$ cat src/logic/gpb_pkg.sv
// Package for the instrument-side general purpose parallel bus port.
// Assumes one system clock at 25 MHz and a synchronous active-high reset.
package gpb_pkg;
    localparam int unsigned DATA_W     = 8;
    localparam int unsigned FIFO_DEPTH = 32;
    localparam int unsigned SYNC_W     = 7;
    localparam logic [1:0]  SYNC_RST   = 2'h3;
    localparam logic [7:0]  BYTE_ZERO  = 8'h00;

    // Bus control lines as seen at the pins, all low-true
    typedef struct packed {
        logic atn_n;
        logic dav_n;
        logic nrfd;
        logic ndac;
        logic eoi_n;
        logic ifc_n;
        logic ren_n;
    } gpb_ctl_t;

    // Byte with its end-of-message mark
    typedef struct packed {
        logic       last;
        logic [7:0] data;
    } gpb_word_t;

    typedef enum logic [2:0] {
        GPB_IDLE, GPB_WAIT_NRFD, GPB_WAIT_NDAC, GPB_WAIT_DAV_HI
    } gpb_src_t;

    typedef enum logic [2:0] {
        GPB_AIDLE, GPB_LATCH, GPB_WAIT_DAV_REL
    } gpb_acc_t;

    // Converts a line level to the logical byte and back
    function automatic logic [7:0] gpb_invert(input logic [7:0] v);
        return ~v;
    endfunction
endpackage

$ cat src/logic/gpb_fifo.sv
// FIFO with valid and ready on both sides.
// Assumes one clock, synchronous active-high reset and a clock enable.
`timescale 1ns/1ps
module gpb_fifo #(
    parameter int unsigned WIDTH = 9,
    parameter int unsigned DEPTH = 32
) (
    input  wire logic             i_clk_sys,
    input  wire logic             i_rst,
    input  wire logic             i_ce,
    input  wire logic             i_flush,
    input  wire logic [WIDTH-1:0] i_wr_data,
    input  wire logic             i_wr_valid,
    output logic                  o_wr_ready,
    output logic [WIDTH-1:0]      o_rd_data,
    output logic                  o_rd_valid,
    input  wire logic             i_rd_ready
);
    localparam int unsigned AW = $clog2(DEPTH);

    typedef struct packed {
        logic [AW:0] wp;
        logic [AW:0] rp;
    } gpb_fifo_st_t;

    logic [WIDTH-1:0] mem [DEPTH];
    gpb_fifo_st_t     s_q;
    gpb_fifo_st_t     s_d;
    logic             full;
    logic             empty;
    logic             do_wr;
    logic             do_rd;

    assign full       = (s_q.wp[AW] != s_q.rp[AW]) && (s_q.wp[AW-1:0] == s_q.rp[AW-1:0]);
    assign empty      = (s_q.wp == s_q.rp);
    assign do_wr      = i_wr_valid && !full;
    assign do_rd      = i_rd_ready && !empty;
    assign o_wr_ready = !full;
    assign o_rd_valid = !empty;
    assign o_rd_data  = mem[s_q.rp[AW-1:0]];

    always_comb begin
        s_d = s_q;
        if (do_wr) begin
            s_d.wp = s_q.wp + 1'b1;
        end
        if (do_rd) begin
            s_d.rp = s_q.rp + 1'b1;
        end
        if (i_flush) begin
            s_d = '0;
        end
    end

    always_ff @(posedge i_clk_sys) begin
        if (i_rst) begin
            s_q <= '0;
        end else if (i_ce) begin
            s_q <= s_d;
            if (do_wr) begin
                mem[s_q.wp[AW-1:0]] <= i_wr_data;
            end
        end
    end
endmodule

$ cat src/logic/gpb_port.sv
// Instrument-side bus port: talker source and listener acceptor handshakes.
// Assumes pins are resolved outside; data pins input, output and enable; DAV, NRFD, NDAC, EOI input and enable; ATN, IFC, REN input only; SRQ enable only.
`timescale 1ns/1ps
module gpb_port (
    input  wire logic             i_clk_sys,
    input  wire logic             i_rst,
    input  wire logic             i_ce,
    input  wire gpb_pkg::gpb_ctl_t i_ctl,
    input  wire logic [7:0]       i_dio,
    output logic [7:0]            o_dio,
    output logic                  o_dio_oe,
    output logic                  o_dav_oe,
    output logic                  o_nrfd_oe,
    output logic                  o_ndac_oe,
    output logic                  o_eoi_oe,
    output logic                  o_srq_oe,
    input  wire logic             i_talk_en,
    input  wire logic             i_listen_en,
    input  wire logic             i_srq_need,
    input  wire gpb_pkg::gpb_word_t i_tx,
    input  wire logic             i_tx_valid,
    output logic                  o_tx_ready,
    output gpb_pkg::gpb_word_t    o_rx,
    output logic                  o_rx_valid,
    input  wire logic             i_rx_ready,
    output logic [7:0]            o_cmd,
    output logic                  o_cmd_valid,
    output logic                  o_ppoll_req,
    output logic                  o_remote,
    output logic                  o_ifc_seen
);
    import gpb_pkg::*;

    typedef struct packed {
        gpb_ctl_t   s1;
        gpb_ctl_t   s2;
        gpb_src_t   src;
        gpb_acc_t   acc;
        logic       talk;
        logic       listen;
        gpb_word_t  txw;
        logic [7:0] dio;
        logic       dio_oe;
        logic       dav_oe;
        logic       nrfd_oe;
        logic       ndac_oe;
        logic       eoi_oe;
        logic       srq_oe;
        logic       tx_ready;
        gpb_word_t  rxw;
        logic       rx_valid;
        logic [7:0] cmd;
        logic       cmd_valid;
        logic       ppoll;
        logic       remote;
        logic       ifc;
    } gpb_st_t;

    gpb_st_t   s_q;
    gpb_st_t   s_d;
    gpb_word_t ff_out;
    logic      ff_valid;
    logic      ff_pop;
    logic      ff_in_ready;
    logic      ff_push;
    logic      ifc_act;
    gpb_word_t rx_q;
    logic      rxv_q;

    assign ifc_act = !s_q.s2.ifc_n;

    gpb_fifo #(.WIDTH(DATA_W + 1), .DEPTH(FIFO_DEPTH)) u_rx_fifo (
        .i_clk_sys  (i_clk_sys),
        .i_rst      (i_rst),
        .i_ce       (i_ce),
        .i_flush    (ifc_act),
        .i_wr_data  (s_q.rxw),
        .i_wr_valid (ff_push),
        .o_wr_ready (ff_in_ready),
        .o_rd_data  (ff_out),
        .o_rd_valid (ff_valid),
        .i_rd_ready (ff_pop)
    );

    assign ff_push = s_q.rx_valid;
    // Refill the output register only when it is empty or being taken
    assign ff_pop  = ff_valid && (!rxv_q || i_rx_ready);

    always_comb begin
        s_d           = s_q;
        s_d.s1        = i_ctl;
        s_d.s2        = s_q.s1;
        s_d.cmd_valid = 1'b0;
        s_d.tx_ready  = 1'b0;
        s_d.srq_oe    = i_srq_need;
        s_d.remote    = !s_q.s2.ren_n;
        s_d.ppoll     = !s_q.s2.atn_n && !s_q.s2.eoi_n;
        s_d.ifc       = ifc_act;
        s_d.talk      = i_talk_en;
        s_d.listen    = i_listen_en;
        if (ff_push) begin
            s_d.rx_valid = 1'b0;
        end

        // Source handshake
        case (s_q.src)
            GPB_IDLE: begin
                s_d.dav_oe = 1'b0;
                if (s_q.talk && s_q.s2.atn_n && i_tx_valid) begin
                    s_d.txw      = i_tx;
                    s_d.dio      = gpb_invert(i_tx.data);
                    s_d.dio_oe   = 1'b1;
                    s_d.eoi_oe   = i_tx.last;
                    s_d.tx_ready = 1'b1;
                    s_d.src      = GPB_WAIT_NRFD;
                end else begin
                    s_d.dio_oe = 1'b0;
                    s_d.eoi_oe = 1'b0;
                end
            end
            GPB_WAIT_NRFD: begin
                if (s_q.s2.nrfd) begin
                    s_d.dav_oe = 1'b1;
                    s_d.src    = GPB_WAIT_NDAC;
                end
            end
            GPB_WAIT_NDAC: begin
                if (s_q.s2.ndac) begin
                    s_d.dav_oe = 1'b0;
                    s_d.src    = GPB_WAIT_DAV_HI;
                end
            end
            GPB_WAIT_DAV_HI: begin
                s_d.dio_oe = 1'b0;
                s_d.eoi_oe = 1'b0;
                s_d.src    = GPB_IDLE;
            end
            default: s_d.src = GPB_IDLE;
        endcase

        // Acceptor handshake
        case (s_q.acc)
            GPB_AIDLE: begin
                s_d.ndac_oe = s_q.listen || !s_q.s2.atn_n;
                s_d.nrfd_oe = !(ff_in_ready && !s_q.rx_valid);
                if (!s_q.s2.dav_n && !s_q.nrfd_oe && (s_q.listen || !s_q.s2.atn_n)) begin
                    s_d.nrfd_oe = 1'b1;
                    s_d.acc     = GPB_LATCH;
                end
            end
            GPB_LATCH: begin
                if (!s_q.s2.atn_n) begin
                    s_d.cmd       = gpb_invert(i_dio);
                    s_d.cmd_valid = 1'b1;
                end else begin
                    s_d.rxw.data  = gpb_invert(i_dio);
                    s_d.rxw.last  = !s_q.s2.eoi_n;
                    s_d.rx_valid  = 1'b1;
                end
                s_d.ndac_oe = 1'b0;
                s_d.acc     = GPB_WAIT_DAV_REL;
            end
            GPB_WAIT_DAV_REL: begin
                if (s_q.s2.dav_n) begin
                    s_d.ndac_oe = 1'b1;
                    s_d.acc     = GPB_AIDLE;
                end
            end
            default: s_d.acc = GPB_AIDLE;
        endcase

        if (ifc_act) begin
            s_d.src      = GPB_IDLE;
            s_d.acc      = GPB_AIDLE;
            s_d.talk     = 1'b0;
            s_d.listen   = 1'b0;
            s_d.dav_oe   = 1'b0;
            s_d.dio_oe   = 1'b0;
            s_d.eoi_oe   = 1'b0;
            s_d.nrfd_oe  = 1'b0;
            s_d.ndac_oe  = 1'b0;
            s_d.rx_valid = 1'b0;
            s_d.tx_ready = 1'b0;
        end
    end

    always_ff @(posedge i_clk_sys) begin
        if (i_rst) begin
            s_q         <= '0;
            s_q.s1      <= '1;
            s_q.s2      <= '1;
            s_q.s1.nrfd <= 1'b0;
            s_q.s2.nrfd <= 1'b0;
            s_q.s1.ndac <= 1'b0;
            s_q.s2.ndac <= 1'b0;
            s_q.src     <= GPB_IDLE;
            s_q.acc     <= GPB_AIDLE;
            s_q.dio     <= BYTE_ZERO;
        end else if (i_ce) begin
            s_q <= s_d;
        end
    end

    // Received byte output register
    always_ff @(posedge i_clk_sys) begin
        if (i_rst || (i_ce && ifc_act)) begin
            rx_q  <= '0;
            rxv_q <= 1'b0;
        end else if (i_ce) begin
            if (ff_pop) begin
                rx_q  <= ff_out;
                rxv_q <= 1'b1;
            end else if (i_rx_ready) begin
                rxv_q <= 1'b0;
            end
        end
    end

    assign o_dio       = s_q.dio;
    assign o_dio_oe    = s_q.dio_oe;
    assign o_dav_oe    = s_q.dav_oe;
    assign o_nrfd_oe   = s_q.nrfd_oe;
    assign o_ndac_oe   = s_q.ndac_oe;
    assign o_eoi_oe    = s_q.eoi_oe;
    assign o_srq_oe    = s_q.srq_oe;
    assign o_tx_ready  = s_q.tx_ready;
    assign o_rx        = rx_q;
    assign o_rx_valid  = rxv_q;
    assign o_cmd       = s_q.cmd;
    assign o_cmd_valid = s_q.cmd_valid;
    assign o_ppoll_req = s_q.ppoll;
    assign o_remote    = s_q.remote;
    assign o_ifc_seen  = s_q.ifc;
endmodule

$ cat config.mk
export PLATFORM = sky130hd
export DESIGN_NAME = gpb_port
export DESIGN_NICKNAME = d
export VERILOG_FILES = /design/src/logic/gpb_pkg.sv /design/src/logic/gpb_fifo.sv /design/src/logic/gpb_port.sv
export SDC_FILE = /design/constraint.sdc
export NUM_CORES = 1
export LEC_CHECK = 0
export BUFFER_PORTS_ARGS = -buffer_cell sky130_fd_sc_hd__buf_2
export CELL_PAD_IN_SITES_DETAIL_PLACEMENT = 0
export CELL_PAD_IN_SITES_GLOBAL_PLACEMENT = 1
export CORE_AREA = 3 3 194 148
export CTS_BUF_LIST = sky130_fd_sc_hd__clkbuf_4 sky130_fd_sc_hd__clkbuf_8
export CTS_CLUSTER_SIZE = 12
export DETAILED_ROUTE_END_ITERATION = 16
export DIE_AREA = 0 0 197 151
export GPL_TIMING_DRIVEN = 0
export MAX_ROUTING_LAYER = met4
export PLACE_DENSITY = 0.86
export SETUP_SLACK_MARGIN = 0.5
export SLEW_MARGIN = 20
export SYNTH_ARGS = -nofsm -noshare
export SYNTH_HDL_FRONTEND = slang
export SYNTH_HIERARCHICAL = 1
export SYNTH_SLANG_ARGS = --single-unit
$ cat constraint.sdc
create_clock -name i_clk_sys -period 2.75 [get_ports i_clk_sys]
set_input_delay 0.275 -clock i_clk_sys [delete_from_list [all_inputs] [get_ports i_clk_sys]]
set_output_delay 0.275 -clock i_clk_sys [all_outputs]
set_load 0.005 [all_outputs]
==> results.json <==
{
  "outcome": "finished, final reports clean",
  "arrival_ns": 2.94,
  "yosysSeqAreaShare": 0.6998,
  "crit_fanout": 7,
  "dr.pass1.iters": 5,
  "yosys.area_share.simple": 0.05434,
  "grt_overflow": 0,
  "syn-instance-count": 859,
  "drt_wl_total_mm": 37.29,
  "placed_area_um2": 15550,
  "ant_nets": 0,
  "synth_edf_count": 288,
  "finalSetupViolations": 0,
  "avgSynthCellArea_um2": 17.18,
  "tightest_slew_ns": 0.8652,
  "cts_num_sinks": 372,
  "drt_iter0_drc": 1086,
  "yosys.area_share.xor_xnor": 0.003560,
  "ioPinCount": 69,
  "clockBufferDepth": 3,
  "synth_warnings": 6,
  "fill_cells": 1735,
  "first_global_vias": 8651,
  "drv_cap": 0,
  "fin_crit_sh": 0.9009,
  "chipHeight_um": 151,
  "wl_per_cell_um": 25.33,
  "routabilityCongestion": 0.8074,
  "worstHoldPathType": "primary input to flip-flop",
  "drive_gt1_frac": 0.3900,
  "path_class": "flip-flop to flip-flop",
  "p_leak_nw": 6.907,
  "required_ns": 3.21,
  "worstPathCellList": "buf_12, buf_12, buf_6, mux4_2, mux4_2, mux2_4, mux2i_1, nor2_1",
  "setup_tns_ns": 0,
  "reg2reg_depth": 8,
  "min_period_ns": 2.478,
  "synth_fa_ha_area_frac": 0.01102,
  "drc_errors": 0,
  "synthMuxAreaShare": 0.1605,
  "worst_slack_ns": 0.2724,
  "preCtsSetupSlack_ns": -0.3970,
  "fp.dieArea_um2": 29750,
  "grt_max_degree": 34,
  "place_hpwl_mm": 21.59,
  "power_density_nw_per_um2": 587.6,
  "core_um2": 26940,
  "p_total_mw": 10.86,
  "multi_input_area_um2": 4412,
  "clk_latency_ns": 0.61,
  "slowest_stage": "mux4_2",
  "finalHoldViolCount": 0,
  "clkTransAtPathRegs_ns": 0.07,
  "finalMaxSlewViolations": 0,
  "netlist_area_um2": 14760,
  "ys.flop_type": "edfxtp_1",
  "rsz0062_at_grt": "yes",
  "synth_fp_nets": 904,
  "die_x_um": 197,
  "slowest_delay_ns": 0.55,
  "synth_top_family_by_area": "multiplexers",
  "max_freq_mhz": 403.6,
  "num_vias": 8968,
  "htree_levels": 2,
  "synth_compound_area_frac": 0.04315,
  "slew_headroom": 0.4232,
  "rows": 52,
  "io_buffer_count": 68,
  "vias_per_cell": 6.092,
  "final_area_um2": 18490,
  "regArea_um2": 10350,
  "grtUsageTotal": 0.2593,
  "peakVddDrop_mv": 0.3621,
  "cts_tree": "done",
  "grt_pass1_wl_mm": 55.06,
  "holdPathStages": 4,
  "synth_seq_cells": 372,
  "numCtsBuffers": 54,
  "skew_ns": 0.03916,
  "endpoint_kind": "flip-flop",
  "root_buffer": "clkbuf_8",
  "antenna_found_initial": 4,
  "syn2layout_area_growth_pct": 25.24,
  "synth.distinct_cells": 52,
  "async_flop_share": 0,
  "start_util": 0.5480,
  "final_nets": 1121,
  "start_kind": "flip-flop"
}
==> worst max-delay path: cells and delay by family (launching register included) <==
family	cells	cell delay [ns]
simple gates	1	0.06
mux	4	1.50
flops	1	0.38
buf+inv	3	0.40
==> cells by family after synthesis <==
kind of cell / Yosys count
flip-flops: 372
AND/OR/NAND/NOR: 178
multiplexers: 123
AO/OA/AOI/OAI: 89
buffers and inverters: 78
adder cells (fa/ha/maj): 13
XOR/XNOR: 6
==> synth_stat cells, drive strengths merged, types with 3 or more instances <==
master,instances,area [um^2]
edfxtp,288,8648
mux4,90,2027
nor2,89,336.6
dfxtp,84,1682
buf,40,265.3
nand2,32,120.1
a211oi,25,192.7
mux2i,24,240.2
clkbuf,21,78.83
nand3,19,95.09
a21oi,17,85.08
inv,17,63.81
ha,13,162.7
nor3,10,50.05
o21ai,10,50.05
mux2,9,101.4
nor2b,6,37.54
a32o,5,50.05
and3,5,31.28
nand2b,5,31.28
nor3b,5,48.80
xor2,5,43.79
a21boi,4,30.03
o211ai,4,30.03
a22oi,3,22.52
o2111ai,3,26.28
==> flip-flops by register name, indices dropped and copies added, names as in the netlist, named ones only <==
register,cells
o_ppoll_req,1
ff_push,1
o_rx,9
o_ndac_oe,1
o_srq_oe,1
o_cmd_valid,1
o_rx_valid,1
o_cmd,8
o_tx_ready,1
o_nrfd_oe,1
o_ifc_seen,1
o_dav_oe,1
s_d,7
u_rx_fifo/s_q,12
u_rx_fifo/mem,288
s_q,22
o_remote,1
o_eoi_oe,1
o_dio_oe,1
o_dio,8
==> report_power, final <==
group | switching, mW | internal [mW]
Clock | 2.14 | 2.48
Combinational | 0.125 | 0.0951
Sequential | 0.0223 | 6.00
Total | 2.29 | 8.58
==> through the flow <==
step | utilization | std cells | hold slack, ns
floorplan | - | 859 | 0.3674
global placement | 0.5769 | 1278 | 0.4530
detailed placement | 0.5772 | 1278 | 0.4600
CTS | 0.6769 | 1460 | 0.09530
global route | 0.6863 | 1472 | 0.1543
finish | 0.6863 | 1472 | 0.1048
==> metal layers <==
metal	vias up	track usage	wire length, um
met3	70	0.05070	4187
met5	-	-	0
li1	3814	-	-
met4	0	0.06375	830
met1	4563	0.3835	15210
met2	521	0.3787	17070
==> layout by cell type, fill, tap and decap left out, types with 3 or more instances in the layout <==
cell type and instances:
clkbuf_1 12, mux2_2 3, nand3_4 4, dfxtp_1 71, edfxtp_1 288, clkbuf_4 30, a211oi_1 24, nor2b_1 6
a22oi_1 3, mux2i_1 23, dlygate4sd3_1 27, dfxtp_2 12, nand2b_1 5, a21oi_1 17, clkbuf_2 3, mux4_2 90
nor2_1 56, nor2_4 32, buf_2 74, nand2_1 32, ha_1 13, diode_2 3, o2111ai_1 3, clkbuf_8 63
mux2_4 6, clkbuf_16 3, nor3b_1 3, a32o_1 5, nor3_1 8, buf_4 46, clkinv_2 4, nand3_1 15
buf_6 6, buf_12 36, clkinv_1 6, o211ai_1 4, o21ai_0 10, xor2_1 3, and3_1 5, inv_1 16
==> area by class of cell <==
type / count / share of cell area
repair buffers: 161 / 0.08535
diodes: 3 / 0.0004061
flip-flops and latches: 372 / 0.5598
inverters: 17 / 0.003452
multi-input cells: 409 / 0.2387
plain buffers: 61 / 0.02789
clock buffers: 83 / 0.05334
clock inverters: 15 / 0.007310
well taps: 351 / 0.02376
==> worst paths after layout <==
path | endpoint | start | slack (ns)
worst min-delay path | o_rx_valid | i_rx_ready | 0.10
worst min register to register | s_d[54] | s_d[54] | 0.47
worst max register to register | o_rx[5] | flip-flop | 0.27
worst max-delay path | o_rx[5] | flip-flop | 0.27
==> timing repair <==
| action | in CTS | in global routing |
|---|---|---|
| hold endpoints to repair | 35 | 0 |
| resized for setup | 126 | 27 |
| hold buffers | 27 | 0 |
| endpoints found under the setup margin | 308 | 304 |
| setup buffers | 56 | 6 |
| gates cloned | 1 | 3 |
| pin swaps | 36 | 3 |
Power figures use the tool's default switching activity.
